--- src/logic/gic_pkg.sv ---
// gic_pkg: constants, register map and carrier types of the rate-sensor
// interrupt controller; assumes a 250 MHz core clock.
//
// Behaviour
// [RULE1] three engines, each enabled alone, set status and drive mapped pin
// [RULE2] each pin is the OR of all active sources mapped to it
// [RULE3] status bits re-evaluated only when a new rate sample word lands
// [RULE4] disabling a source clears its status at once
// [RULE5] common 4-bit mode: non-latched, latched or one of twelve temporary times
// [RULE6] an interrupt cannot be cleared while its condition still holds; code still clears latched status on the clear command
// [RULE7] non-latched clears when condition drops; new-data clears on its own timer
// [RULE8] latched status holds until host writes one to the clear command bit
// [RULE9] latched clear with condition still true re-asserts at next sample
// [RULE10] temporary mode clears status once selected duration has elapsed
// [RULE11] map bits route each source to pin a and/or pin b
// [RULE12] level bit one gives active-high pin, zero active-low
// [RULE13] driver bit one gives open-drain, zero push-pull
// [RULE14] new-data asserts on stored z sample, non-latched, clears after about 300 us
// [RULE15] new-data enable bit and read-only new-data status bit
// [RULE16] slope is absolute difference of successive samples per axis vs threshold
// [RULE17] threshold LSB is 1 dps at 2000 dps range, scaling with range; code uses the 2000 dps scale in every range
// [RULE18] slope samples spaced a quarter update period, capped at 400 Hz; code uses every rate strobe, or 625 us for bandwidth codes up to 2
// [RULE19] assert or clear after N=4*(dur+1) consecutive samples above or below
// [RULE20] any enabled axis triggers; clear needs all enabled axes below threshold
// [RULE21] interrupt updates only run in normal power mode
// [RULE22] clear command bit is write-only and reads zero
// [RULE23] idle pin shows inactive level in push-pull, released in open-drain
package gic_pkg;

  localparam int          CLK_MHZ       = 250;
  localparam logic [5:0]  ADDR_STATUS   = 6'h0A;
  localparam logic [5:0]  ADDR_ENABLE   = 6'h15;
  localparam logic [5:0]  ADDR_PIN_CFG  = 6'h16;
  localparam logic [5:0]  ADDR_MAP_A    = 6'h17;
  localparam logic [5:0]  ADDR_MAP_B    = 6'h19;
  localparam logic [5:0]  ADDR_THRESH   = 6'h1B;
  localparam logic [5:0]  ADDR_DUR_AXIS = 6'h1C;
  localparam logic [5:0]  ADDR_MODE     = 6'h21;

  // source index inside status, enable and map vectors
  localparam int SRC_NEWDATA = 0;
  localparam int SRC_SLOPE   = 1;
  localparam int SRC_AUX     = 2;
  // status and enable register bit positions
  localparam int ST_NEWDATA_BIT = 7;
  localparam int ST_SLOPE_BIT   = 2;
  localparam int ST_AUX_BIT     = 1;
  localparam int EN_NEWDATA_BIT = 7;
  localparam int EN_AUX_BIT     = 6;
  // pin config bit positions
  localparam int PA_LVL_BIT = 0;
  localparam int PA_OD_BIT  = 1;
  localparam int PB_LVL_BIT = 2;
  localparam int PB_OD_BIT  = 3;
  // duration / axis register field and mode register clear command bit
  localparam int DUR_LSB    = 4;
  localparam int CLR_CMD_BIT = 7;

  localparam logic [7:0] REG_RESET     = 8'h00;
  localparam logic [3:0] BW_CAPPED_MAX = 4'h2;

  localparam int NEWDATA_US     = 300;
  localparam int SLOPE_SPACE_US = 625;
  localparam int NEWDATA_CYC    = NEWDATA_US * CLK_MHZ;
  localparam int SLOPE_CYC      = SLOPE_SPACE_US * CLK_MHZ;

  typedef logic [11:0][31:0] gic_time_tab_t;
  // temporary durations in us, index 0 holds mode code 1
  localparam gic_time_tab_t TEMP_US = {
    32'd50000, 32'd25000, 32'd12500, 32'd1000, 32'd500, 32'd250,
    32'd8000000, 32'd4000000, 32'd2000000, 32'd1000000,
    32'd500000, 32'd250000};

  function automatic gic_time_tab_t gic_to_cycles(gic_time_tab_t us);
    gic_time_tab_t r;
    r = '0;
    for (int i = 0; i < 12; i++) begin
      r[i] = 32'(longint'(us[i]) * CLK_MHZ);
    end
    return r;
  endfunction : gic_to_cycles

  localparam gic_time_tab_t TEMP_CYC = gic_to_cycles(TEMP_US);

  typedef enum logic [1:0] {
    GIC_NONLATCH = 2'b00,
    GIC_TEMP     = 2'b01,
    GIC_LATCH    = 2'b11
  } gic_mode_t;

  typedef struct packed {
    logic       wr;
    logic       rd;
    logic [5:0] addr;
    logic [7:0] wdata;
  } gic_reg_req_t;

  typedef struct packed {
    logic        strobe;
    logic [15:0] x;
    logic [15:0] y;
    logic [15:0] z;
  } gic_rate_t;

  typedef struct packed {
    logic out;
    logic oe;
  } gic_pin_t;

endpackage : gic_pkg
--- src/logic/gic_controller.sv ---
// gic_controller: interrupt controller of a three-axis rate sensor.
// assumes rate samples and register requests synchronous to clk.
`timescale 1ns/1ps
module gic_controller
  import gic_pkg::*;
#(
  parameter int            NEWDATA_CYCLES = NEWDATA_CYC,
  parameter int            SLOPE_CYCLES   = SLOPE_CYC,
  parameter gic_time_tab_t TEMP_CYCLES    = TEMP_CYC
) (
  input  wire logic         clk,
  input  wire logic         rst_n,
  input  wire gic_reg_req_t reg_req,
  output logic [7:0]        reg_rdata,
  input  wire gic_rate_t    rate,
  input  wire logic [3:0]   bandwidth_code,
  input  wire logic         normal_mode,
  input  wire logic         aux_condition,
  output gic_pin_t          irq_pin_a,
  output gic_pin_t          irq_pin_b
);

  typedef struct packed {
    logic [7:0]        enable;
    logic [7:0]        pin_cfg;
    logic [7:0]        map_a;
    logic [7:0]        map_b;
    logic [7:0]        thresh;
    logic [7:0]        dur_axis;
    logic [3:0]        mode;
    logic [2:0]        status;
    logic [2:0][31:0]  timer;
    logic [2:0][15:0]  prev;
    logic [4:0]        above_cnt;
    logic [4:0]        below_cnt;
    logic              slope_cond;
    logic [31:0]       tick_cnt;
    logic [7:0]        rdata;
    gic_pin_t          pa;
    gic_pin_t          pb;
  } gic_state_t;

  gic_state_t st;
  gic_state_t next_st;

  logic [2:0][15:0] cur;
  logic [2:0]       axis_over;
  logic [15:0]      thresh_raw;

  assign cur = {rate.z, rate.y, rate.x};
  // 1 dps per lsb at 2000 dps equals about 16.375 raw counts in any range
  assign thresh_raw = {4'h0, st.thresh, 4'h0}
                    + {10'h000, st.thresh[7:2]}
                    + {11'h000, st.thresh[7:3]}; // RULE17

  genvar g;
  generate
    for (g = 0; g < 3; g++) begin : g_axis
      logic signed [16:0] diff;
      logic [16:0]        mag;
      assign diff = 17'(signed'(cur[g])) - 17'(signed'(st.prev[g]));
      assign mag  = diff[16] ? 17'(-diff) : diff; // RULE16
      assign axis_over[g] = st.dur_axis[g]
                          && (mag > {1'b0, thresh_raw}); // RULE16
    end
  endgenerate

  function automatic gic_mode_t decode_mode(logic [3:0] code);
    gic_mode_t m;
    case (code[2:0]) // RULE5
      3'h0:    m = GIC_NONLATCH;
      3'h7:    m = GIC_LATCH;
      default: m = GIC_TEMP;
    endcase
    return m;
  endfunction : decode_mode

  function automatic logic [3:0] temp_index(logic [3:0] code);
    logic [3:0] idx;
    idx = code[3] ? code - 4'h3 : code - 4'h1; // RULE5
    return idx;
  endfunction : temp_index

  gic_mode_t   mode;
  logic [31:0] temp_cycles;
  logic        slope_tick;
  logic        update;
  logic        clear_cmd;
  logic [2:0]  cond;
  logic [2:0]  en;
  logic [4:0]  need_n;
  logic        act_a;
  logic        act_b;

  assign mode        = decode_mode(st.mode);
  assign temp_cycles = (mode == GIC_TEMP) ? TEMP_CYCLES[temp_index(st.mode)]
                                          : 32'h0; // RULE10
  assign update      = rate.strobe && normal_mode; // RULE3 RULE21
  assign clear_cmd   = reg_req.wr && reg_req.addr == ADDR_MODE
                    && reg_req.wdata[CLR_CMD_BIT]; // RULE8
  assign need_n      = {1'b0, st.dur_axis[DUR_LSB+1:DUR_LSB], 2'b00}
                     + 5'h04; // RULE19
  // capped bandwidth settings use a fixed 625 us slope spacing
  assign slope_tick  = (bandwidth_code <= BW_CAPPED_MAX)
                     ? (st.tick_cnt == 32'(SLOPE_CYCLES - 1))
                     : rate.strobe; // RULE18

  assign en[SRC_NEWDATA] = st.enable[EN_NEWDATA_BIT]; // RULE15
  assign en[SRC_SLOPE]   = |st.dur_axis[2:0]; // RULE20
  assign en[SRC_AUX]     = st.enable[EN_AUX_BIT]; // RULE1
  assign cond[SRC_NEWDATA] = rate.strobe; // RULE14
  assign cond[SRC_SLOPE]   = st.slope_cond;
  assign cond[SRC_AUX]     = aux_condition;

  assign act_a = |(st.status & st.map_a[2:0]); // RULE2 RULE11
  assign act_b = |(st.status & st.map_b[2:0]); // RULE2 RULE11

  always_comb begin
    next_st = st;

    // slope sampling clock
    if (slope_tick || bandwidth_code > BW_CAPPED_MAX) begin
      next_st.tick_cnt = '0;
    end else begin
      next_st.tick_cnt = st.tick_cnt + 32'h1;
    end

    if (slope_tick && normal_mode) begin
      next_st.prev = cur; // RULE16
      if (|axis_over) begin // RULE20
        next_st.below_cnt = '0;
        if (st.above_cnt < need_n) begin
          next_st.above_cnt = st.above_cnt + 5'h01;
        end
        if (st.above_cnt + 5'h01 >= need_n) begin
          next_st.slope_cond = 1'b1; // RULE19
        end
      end else begin
        next_st.above_cnt = '0;
        if (st.below_cnt < need_n) begin
          next_st.below_cnt = st.below_cnt + 5'h01;
        end
        if (st.below_cnt + 5'h01 >= need_n) begin
          next_st.slope_cond = 1'b0; // RULE19 RULE20
        end
      end
    end

    // clear paths first, then set so a set in the same cycle wins; the disable clear comes last
    for (int i = 0; i < 3; i++) begin
      if (st.timer[i] != 32'h0) begin
        next_st.timer[i] = st.timer[i] - 32'h1;
      end
      if (i == SRC_NEWDATA) begin
        if (st.status[i] && st.timer[i] == 32'h1) begin
          next_st.status[i] = 1'b0; // RULE7 RULE14
        end
      end else begin
        case (mode)
          GIC_NONLATCH: begin
            if (update && !cond[i]) begin
              next_st.status[i] = 1'b0; // RULE7 RULE6
            end
          end
          GIC_TEMP: begin
            if (st.status[i] && st.timer[i] == 32'h0 && !cond[i]) begin
              next_st.status[i] = 1'b0; // RULE10 RULE6
            end
          end
          GIC_LATCH: begin
            if (clear_cmd && !cond[i]) begin
              next_st.status[i] = 1'b0; // RULE8 RULE6
            end else if (clear_cmd) begin
              next_st.status[i] = 1'b0; // RULE9
            end
          end
          default: begin
            next_st.status[i] = 1'b0;
          end
        endcase
      end
      if (update && en[i] && cond[i]) begin
        next_st.status[i] = 1'b1; // RULE1 RULE3 RULE9
        if (i == SRC_NEWDATA) begin
          next_st.timer[i] = 32'(NEWDATA_CYCLES); // RULE14
        end else if (!st.status[i] || mode == GIC_TEMP) begin
          next_st.timer[i] = temp_cycles; // RULE10
        end
      end
      if (!en[i]) begin
        next_st.status[i] = 1'b0; // RULE4
        next_st.timer[i]  = '0;
      end
    end

    // register writes
    if (reg_req.wr) begin
      case (reg_req.addr)
        ADDR_ENABLE:   next_st.enable   = reg_req.wdata;
        ADDR_PIN_CFG:  next_st.pin_cfg  = reg_req.wdata;
        ADDR_MAP_A:    next_st.map_a    = reg_req.wdata; // RULE11
        ADDR_MAP_B:    next_st.map_b    = reg_req.wdata; // RULE11
        ADDR_THRESH:   next_st.thresh   = reg_req.wdata;
        ADDR_DUR_AXIS: next_st.dur_axis = reg_req.wdata;
        ADDR_MODE:     next_st.mode     = reg_req.wdata[3:0]; // RULE5
        default: begin
        end
      endcase
    end

    // register reads, data valid the cycle after the request
    next_st.rdata = '0;
    if (reg_req.rd) begin
      case (reg_req.addr)
        ADDR_STATUS: begin
          next_st.rdata[ST_NEWDATA_BIT] = st.status[SRC_NEWDATA]; // RULE15
          next_st.rdata[ST_SLOPE_BIT]   = st.status[SRC_SLOPE];
          next_st.rdata[ST_AUX_BIT]     = st.status[SRC_AUX];
        end
        ADDR_ENABLE:   next_st.rdata = st.enable;
        ADDR_PIN_CFG:  next_st.rdata = st.pin_cfg;
        ADDR_MAP_A:    next_st.rdata = st.map_a;
        ADDR_MAP_B:    next_st.rdata = st.map_b;
        ADDR_THRESH:   next_st.rdata = st.thresh;
        ADDR_DUR_AXIS: next_st.rdata = st.dur_axis;
        ADDR_MODE:     next_st.rdata = {4'h0, st.mode}; // RULE22
        default:       next_st.rdata = '0;
      endcase
    end

    // pin drivers
    if (st.pin_cfg[PA_OD_BIT]) begin
      next_st.pa.oe  = act_a; // RULE13 RULE23
      next_st.pa.out = st.pin_cfg[PA_LVL_BIT];
    end else begin
      next_st.pa.oe  = 1'b1; // RULE13
      next_st.pa.out = act_a ? st.pin_cfg[PA_LVL_BIT]
                             : !st.pin_cfg[PA_LVL_BIT]; // RULE12 RULE23
    end
    if (st.pin_cfg[PB_OD_BIT]) begin
      next_st.pb.oe  = act_b; // RULE13 RULE23
      next_st.pb.out = st.pin_cfg[PB_LVL_BIT];
    end else begin
      next_st.pb.oe  = 1'b1; // RULE13
      next_st.pb.out = act_b ? st.pin_cfg[PB_LVL_BIT]
                             : !st.pin_cfg[PB_LVL_BIT]; // RULE12 RULE23
    end
  end

  always_ff @(posedge clk) begin
    if (!rst_n) begin
      st          <= '0;
      st.enable   <= REG_RESET;
      st.pin_cfg  <= REG_RESET;
      st.map_a    <= REG_RESET;
      st.map_b    <= REG_RESET;
      st.thresh   <= REG_RESET;
      st.dur_axis <= REG_RESET;
      st.pa       <= '{out: 1'b1, oe: 1'b1};
      st.pb       <= '{out: 1'b1, oe: 1'b1};
    end else begin
      st <= next_st;
    end
  end

  assign reg_rdata = st.rdata;
  assign irq_pin_a = st.pa;
  assign irq_pin_b = st.pb;

endmodule : gic_controller

--- config.mk ---
export PLATFORM = sky130hd
export DESIGN_NAME = gic_controller
export DESIGN_NICKNAME = d
export VERILOG_FILES = /design/src/logic/gic_pkg.sv /design/src/logic/gic_controller.sv
export SDC_FILE = /design/constraint.sdc
export NUM_CORES = 1
export LEC_CHECK = 0
export BUFFER_PORTS_ARGS = -buffer_cell sky130_fd_sc_hd__clkbuf_2
export CORE_AREA = 4 4 246 248
export CTS_CLUSTER_DIAMETER = 120
export DETAILED_ROUTE_END_ITERATION = 8
export DIE_AREA = 0 0 250 252
export HOLD_SLACK_MARGIN = 0.1
export SYNTH_ARGS = -nofsm -noshare
export SYNTH_HDL_FRONTEND = slang
export SYNTH_SLANG_ARGS = --single-unit
--- constraint.sdc ---
create_clock -name clk -period 7.35 [get_ports clk]
set_clock_uncertainty 0.1 [all_clocks]
set_input_delay 0.3675 -clock clk [delete_from_list [all_inputs] [get_ports clk]]
set_output_delay 0.3675 -clock clk [all_outputs]
set_load 0.01 [all_outputs]
Word-level counts from Yosys, hierarchy flattened
Memory sizes are Yosys's and may differ from the RTL's.
Index checks and enable logic that the tools add are counted.
W data, S select, Z words.
{ "classes": {"n_reduce_logical": 66, "n_eq_ne": 21, "addsub": 17, "order_cmp": 10, "n_bitwise": 4, "muxes": 42} }
{ "op_table": {"columns": ["op", "n"], "rows": [
  ["$mux W32", 8],
  ["$reduce_bool A32 Y1", 3],
  ["$sub A32 B1 Y32 const B", 3],
  ["$mux W17", 5],
  ["$logic_not A32 Y1", 2],
  ["$gt A17 B14 Y1", 3],
  ["$neg A17 Y17", 3],
  ["$sub A16 B16 Y17", 3],
  ["$eq A6 B5 Y1 const B", 6],
  ["$add A32 B1 Y32 const B", 1],
  ["$eq A32 B1 Y1 const B", 1],
  ["$eq A32 B18 Y1 const B", 1],
  ["$reduce_and A2 Y1", 15],
  ["$pmux W4 S7", 1],
  ["$logic_and A1 B1 Y1", 22],
  ["$mux W1", 16],
  ["$pmux W2 S8", 1],
  ["$reduce_or A3 Y1", 5],
  ["$add A13 B5 Y14", 1],
  ["$pmux W1 S7", 2],
  ["$add A12 B6 Y13", 1],
  ["$mux W11", 1],
  ["$add A5 B1 Y5 const B", 2],
  ["$ge A5 B5 Y1", 2],
  ["other kinds (30)", 52]
]} }
{ "word_totals": {"out_inout_bits": 12, "inputBits": 73, "romBits": 512, "wordCells": 187, "n_memories": 1, "register_bits": 254} }
{ "memory_table": {"columns": ["name", "depth", "width", "read_ports", "rd_ports_with_merged_regs", "write_ports", "line", "text"], "rows": [
  ["(name not given)", 16, 32, 1, 0, 0, "gic_controller.sv:96", "assign temp_cycles = (mode == GIC_TEMP) ? TEMP_CYCLES[temp_index(st.mode)]"]
]} }

Depth between registers and ports, before layout
Gate-level depths: netlist (run 1).
{ "logic_depth": {"word_depth": 8, "mapped_depth": 27, "depth_no_buf": 25} }

Worst setup path after synthesis (run 1)
Ideal clock, no wire load.
{ "synth_timing": {"path_type": "input to register", "from": "in rate[32] (netlist name)", "to": "reg st[51] (netlist name)", "arrival_ns": 5.066, "setup_time_ns": 0.127, "n_path_buf": 1, "path_stages": 26, "setup_slack_ns": 2.058, "cell_sequence": "inv_1 -> ha_1 -> fa_1 -> nor2b_1 -> o2111ai_1 -> nand2_1 -> mux2_2 -> a32oi_1 -> a211oi_1 -> and2_1 -> nor2_1 -> xnor2_1 -> ha_1 -> a21o_1 -> a21o_1 -> a21oi_1 -> nand2_1 -> a2111oi_0 -> nor3_1 -> or3_1 -> a211oi_2 -> a2bb2oi_1 -> and4_4 -> buf_6 -> nand4b_4 -> o22ai_2"} }
{ "synth_between": {"elab_chain_len": 8, "elab_cells_between_ends": 9, "cone_classes": "add/sub (2); order compare (1); eq/ne (1); mux (2); reduce/logical (3)"} }
{ "synth_lines": {"columns": ["element", "line", "text"], "rows": [
  ["start, declared", "gic_controller.sv:15", "input wire gic_rate_t rate,"],
  ["$sub A16 B16 Y17 (*)", "gic_controller.sv:61", "assign diff = 17'(signed'(cur[g])) - 17'(signed'(st.prev[g]));"],
  ["$neg A17 Y17", "gic_controller.sv:62", "assign mag = diff[16] ? 17'(-diff) : diff;"],
  ["$mux W17 (*)", "gic_controller.sv:62", null],
  ["$gt A17 B14 Y1 (*)", "gic_controller.sv:64", "&& (mag > {1'b0, thresh_raw});"],
  ["$logic_and A1 B1 Y1 (*)", "gic_controller.sv:64", null],
  ["$reduce_or A3 Y1 (*)", "gic_controller.sv:130", "if (|axis_over) begin"],
  ["$ne A2 B1 Y1 (no line)", null, null],
  ["$reduce_and A2 Y1 (no line)", null, null],
  ["end signal, assigned", "gic_controller.sv:262", "st <= next_st;"],
  ["end, declared", "gic_controller.sv:43", "gic_state_t st;"]
]} }
Mark *: on every way between the ends. The rest lies on a longest branch, timed or not.
A chain may end at the register's enable or synchronous reset.

Worst setup path in the final report (run 1)
{ "layout_timing": {"from": "in rate[32] (netlist name)", "to": "reg st[53] (netlist name)"} }
The elaborated chain is that of the path after synthesis.

==> results.ini, run 1 <==
[critical_path]
rr_worst_depth=22
cp_data_arrival_time_ns=6.61
critical-path-max-stage-delay_ns=0.58
ff2ff_setup_slack_ns=1.26
slowest_stage=a31oi_1
path_max_fanout=11
worstSetupPathType=primary input to flip-flop
worstSetupStartpointType=primary input
type_of_element_capturing_the_critical_path=flip-flop
critPathRequiredTime_ns=7.68

[clock_network]
tritoncts_num_sinks=254
cts.path.max_buffers=3
cts_buffers=34
post_cts_resized=0
clkSlewWorstSetupHoldPaths_ns=0.06
tritoncts=built
clock_latency_ns=0.57
ctsRootBufferMaster=clkbuf_16
cts.htree.levels=2

[yosys]
syn-instance-count=2159
synth-edff-count=0
synthDistinctLibCells=101
yosysWarningCount=0
synth-seq-cells=254
synth_area_mm2=0.01740
avgSynthCellArea_um2=8.061
synth_seq_area_share_pct=29.22
synth_flop_cell=dfxtp_1
synth_async_sr_flop_share_pct=0
synth_nets=2371

[grt]
globalRoute.totalOverflow=0
globalRouteTotalUtil_pct=14.47
grt_first_pass_wirelength_mm=77.45
grt_start_max_net_pins=76
grt_antenna_before_repair=0
number_of_global_route_vias_before_repair=15230

[layout]
mostFrequentLayoutCell=nand2_1
final_cell_area_mm2=0.02007
layout.cells.most_common_list=258 x nand2_1, 254 x dfxtp_1, 186 x nor2_1
post_route_cells_drive_above_1_share_pct=8.962
nets=2454
layoutNonFillerInstCount=3038
layout-area-overhead-vs-synth_pct=15.33
final.fill_count=6065
antenna_cells=0

[worst_hold_path]
hold-path-cell-count=3
hold_path_class=primary input to flip-flop

[floorplan]
num_io_pins=85
initial_core_util_pct=29.77
dieHeight_um=252
num_rows=89
core_region_area_mm2=0.05846
fp.dieW_um=250
die_area_mm2=0.06300

[timing]
final-max-slew-violation-count=0
setup_violations_final=0
maxClockFrequency_mhz=159.4
hold_viol_final=0
tightestPinTransition_ns=1.248
layout_min_cycle_time_ns=6.275
slew_headroom_pct=16.54
grt_setup_unrepaired=no
fin_tns_setup_ns=0
fin_ws_ns=1.075
timing.final.crit_share_pct=85.37

[power]
ir_drop_mv=0.1242
power_per_cell_area_mw_per_mm2=188.3
static_leakage_nw=7.372
total_power_mw=3.778

[routing]
first_pass_iters=8
total_wirelength_mm=46.36
vias_per_cell=5.132
vias=15590
count_of_unresolved_drc_violations_after_routing=0
drt_first_iter_violations=814
drtAntennaViolNets=0
wl_per_cell_um=15.26

[place]
post-place-ws_ns=1.102
gp_congestion=0.8858
port_buffers=84
numPlacedInstances=2923
detailed_place_hpwl_mm=34.36
place_area_mm2=0.01841

[job]
drv.max_cap_violation_count=0

[run_status]
outcome=complete, no violations

## worst paths after layout
path,startpoint,endpoint
worst max-delay path,rate[32],st[53]$_SDFFE_PN0P_
worst min-delay path,reg_req[14],reg_rdata[7]$_SDFF_PN0_
worst max register to register,st[55]$_SDFFE_PN0P_,st[53]$_SDFFE_PN0P_
worst min register to register,st[241]$_SDFFE_PN0P_,irq_pin_b[0]$_SDFF_PN1_
## power by group
group	internal, mW	leakage [nW]	total (mW)	switching [mW]
clock	0.961	0.538	1.64	0.676
combinational	0.317	4.78	0.732	0.415
sequential	1.39	2.05	1.41	0.0143
total	2.67	7.37	3.78	1.11
## logic make-up (layout without fill, tap and decap cells)
family          count (synthesis)  after routing  share of synthesized area (%)
compound gates                488            488                          18.92
simple gates                  840            840                          24.24
fa+ha+maj                     139            139                          10.30
xor+xnor                      186            186                          9.404
mux                            54             54                          3.207
flops                         254            254                          29.22
buf+inv                       198            304                          4.724
## synth_stat cells (all sizes together), types with 8 or more instances
library cell / n / area share (%)
o31ai: 8 / 0.35
nand2b: 23 / 0.83
clkbuf: 72 / 1.6
mux2: 14 / 0.91
or3: 31 / 1.1
or4: 16 / 0.71
or2: 13 / 0.48
xor2: 63 / 3.2
o211ai: 12 / 0.52
a21o: 26 / 1.1
nor2b: 57 / 2.0
o22ai: 49 / 1.8
nor4: 31 / 1.3
and3: 21 / 0.75
nor2: 187 / 4.0
ha: 132 / 9.5
nand3b: 10 / 0.50
o21ai: 75 / 2.2
mux2i: 40 / 2.3
a21boi: 70 / 3.0
and2: 10 / 0.36
nor3b: 8 / 0.37
o21a: 15 / 0.65
inv: 98 / 2.1
a21oi: 121 / 3.6
buf: 28 / 1.1
a22o: 8 / 0.40
dfxtp: 254 / 29
a31oi: 14 / 0.50
nor3: 52 / 1.6
nand2: 258 / 5.6
nand3: 75 / 2.2
a211oi: 17 / 0.76
nand4: 23 / 0.83
xnor2: 123 / 6.2
## state kept, by name, summed over array words and instances, names as in the netlist
register and cells:
st 239, reg_rdata 8, en 2, irq_pin_a 2, irq_pin_b 2, cond 1
## critical path: cells and delay by family
family | cells | cell delay, ns
AO/OA/AOI/OAI | 12 | 3.17
AND/OR/NAND/NOR | 6 | 1.29
adder cells (fa/ha/maj) | 3 | 0.94
buffers and inverters | 3 | 0.67
XOR/XNOR | 1 | 0.16
## final cells by class
cell class	count	area (um2)	area share, %
Inverter	98	367.9	1.833
Tap cell	773	967.2	4.819
Sequential cell	254	5085	25.34
Timing Repair Buffer	147	1036	5.162
Clock inverter	13	143.9	0.7169
Clock buffer	46	955.9	4.763
Multi-Input combinational cell	1707	11510	57.37
## per-stage QoR
| stage | hold slack [ns] | util [%] |
|---|---|---|
| global route | 0.1377 | 34.33 |
| global placement | 0.3234 | 31.49 |
| detailed placement | 0.3284 | 31.49 |
| finish | 0.1341 | 34.33 |
| floorplan | 0.2946 | - |
| CTS | 0.1201 | 34.33 |
## layer usage
metal	GRT usage [%]	share of wire, %	up-vias	wire [um]
met1	19.79	48	7394	22410
met2	23.59	45	302	20690
li1	-	-	7820	-
met4	4.280	2.4	0	1112
met5	0	0	-	0
met3	2.422	4.6	76	2145
## timing repair
action / in CTS / in global routing
buffers inserted: 0 / 0
hold buffers: 56 / 0
hold endpoints to repair: 79 / 0
Note: power is estimated with default switching activity, not from simulation.
==> inputs of run 2 (changes only) <==
clock period = 6 ns   (was 7.35 ns; I/O delays follow)
==> results.ini, run 2 (synthesis results as in run 1) <==
[clock_network]
tritoncts=built
clock_latency_ns=0.60  ; +0.03 ns
ctsRootBufferMaster=clkbuf_16
cts.path.max_buffers=3  ; unchanged
cts.htree.levels=1  ; -1
clkSlewWorstSetupHoldPaths_ns=0.07  ; about the same
cts_buffers=31  ; -8.8%
tritoncts_num_sinks=254  ; unchanged

[critical_path]
worstSetupPathType=primary input to flip-flop
cp_num_buf_inv=4  ; +1
cp_data_arrival_time_ns=6.20  ; -0.41 ns
critical-path-max-stage-delay_ns=0.52  ; -0.06 ns
worstSetupStartpointType=primary input
cell_family_contributing_the_most_delay_on_the_critical_path=compound AO/OA/AOI/OAI gates
slowest_stage=dlygate4sd3_1
critPathRequiredTime_ns=6.40  ; -1.28 ns
path_max_fanout=6  ; -5
type_of_element_capturing_the_critical_path=flip-flop

[timing]
final-max-slew-violation-count=0  ; unchanged
hold_viol_final=0  ; unchanged
timing.final.crit_share_pct=96.75
slew_headroom_pct=19.67  ; +3.1 points
setup_violations_final=0  ; unchanged
grt_setup_unrepaired=no
tightestPinTransition_ns=1.201  ; -0.04690 ns
fin_ws_ns=0.1948  ; -0.8803 ns
layout_min_cycle_time_ns=5.805
maxClockFrequency_mhz=172.3

[grt]
grt_first_pass_wirelength_mm=77.62  ; +0.22%
grt_antenna_before_repair=0  ; unchanged
globalRouteTotalUtil_pct=14.36  ; -0.12 points
globalRoute.totalOverflow=0  ; unchanged
grt_start_max_net_pins=74  ; -2.6%
number_of_global_route_vias_before_repair=15200  ; -0.19%

[layout]
post_route_cells_drive_above_1_share_pct=9.838  ; +0.88 points
largest_register_ff_count=239  ; unchanged
layout-area-overhead-vs-synth_pct=16.44
mostFrequentLayoutCell=nand2_1
register_area_mm2=0.005085  ; unchanged
layoutNonFillerInstCount=3050  ; +0.39%
top_register=st
antenna_cells=0  ; unchanged
combined_area_of_the_multi_input_logic_cells_mm2=0.01159  ; +0.63%
final.fill_count=6092  ; +0.45%
layout.cells.most_common_list=257 x nand2_1, 254 x dfxtp_1, 186 x nor2_1
nets=2465  ; +0.45%

[floorplan]
initial_core_util_pct=29.77  ; unchanged
core_region_area_mm2=0.05846  ; unchanged
num_io_pins=85  ; unchanged
fp.dieW_um=250  ; unchanged
die_area_mm2=0.06300  ; unchanged
dieHeight_um=252  ; unchanged
num_rows=89  ; unchanged

[power]
power_per_cell_area_mw_per_mm2=228.8  ; +22%
total_power_mw=4.636  ; +23%
ir_drop_mv=0.2008  ; +62%
static_leakage_nw=7.439  ; +0.91%

[place]
gp_congestion=0.8892  ; +0.38%
port_buffers=84  ; unchanged
post-place-ws_ns=-0.01072  ; -1.113 ns
numPlacedInstances=2929  ; +0.21%
detailed_place_hpwl_mm=34.49  ; +0.37%

[routing]
vias=15590  ; -0.038%
vias_per_cell=5.110  ; -0.43%
count_of_unresolved_drc_violations_after_routing=0  ; unchanged
drt_first_iter_violations=951  ; +17%
drtAntennaViolNets=0  ; unchanged
total_wirelength_mm=46.93  ; +1.2%
wl_per_cell_um=15.39  ; +0.83%
first_pass_iters=8  ; unchanged

[job]
drv.max_cap_violation_count=0  ; unchanged

[run_status]
outcome=complete, no violations

[worst_hold_path]
hold_path_class=primary input to flip-flop

run 2: worst paths after layout:
check,depth (start not counted),end,from,slack [ns]
worst max-delay path,28,st[48]$_SDFFE_PN0P_,rate[32],0.19
worst min-delay path,5,st[203]$_SDFFE_PN0P_,reg_req[12],0.16
worst max register to register,24,st[48]$_SDFFE_PN0P_,st[218]$_SDFFE_PN0P_,0.23
worst min register to register,1,irq_pin_a[0]$_SDFF_PN1_,st[239]$_SDFFE_PN0P_,0.35
run 2: through the flow:
stage | setup TNS [ns] | hold slack (ns) | cell area, um2 | util, %
after floorplan | 0 | 0.2946 | 17400 | -
after global placement | 0 | 0.3299 | 18460 | 31.57
after detailed placement | -0.01072 | 0.3327 | 18460 | 31.57
after CTS | 0 | 0.1178 | 20160 | 34.49
after global routing | 0 | 0.1591 | 20260 | 34.66
final | 0 | 0.1556 | 20260 | 34.66
run 2: final cells by class:
class / instances / share of cell area [%]
Sequential cell: 254 / 25.09
Multi-Input combinational cell: 1707 / 57.18
Tap cell: 773 / 4.773
Inverter: 98 / 1.815
Clock inverter: 18 / 1.148
Timing Repair Buffer: 161 / 5.767
Clock buffer: 39 / 4.223
run 2: tightest hold or removal path, cell delays in order:
cell	delay, ns
clkbuf_2	0.09
nand2b_1	0.12
nor4_2	0.10
nand3_1	0.11
a21boi_0	0.08
run 2: where the power goes:
part           internal [mW]  switching [mW]  total, mW
sequential              1.71          0.0177       1.73
clock                   1.19           0.803       1.99
combinational          0.399           0.519      0.917
run 2: what timing repair did:
item,4_1_cts,5_1_grt
setup buffers,0,2
hold buffers,62,0
resized for setup,0,14
setup endpoints to repair,0,11
endpoints found under the hold margin,106,0
run 2: per-layer routing:
layer	vias to the layer above	GRT usage [%]	part of all wire [%]
met2	269	23.93	46
li1	7844	-	-
met1	7423	19.90	49
met5	-	0	0
met3	50	1.938	4.0
met4	0	3.218	1.8
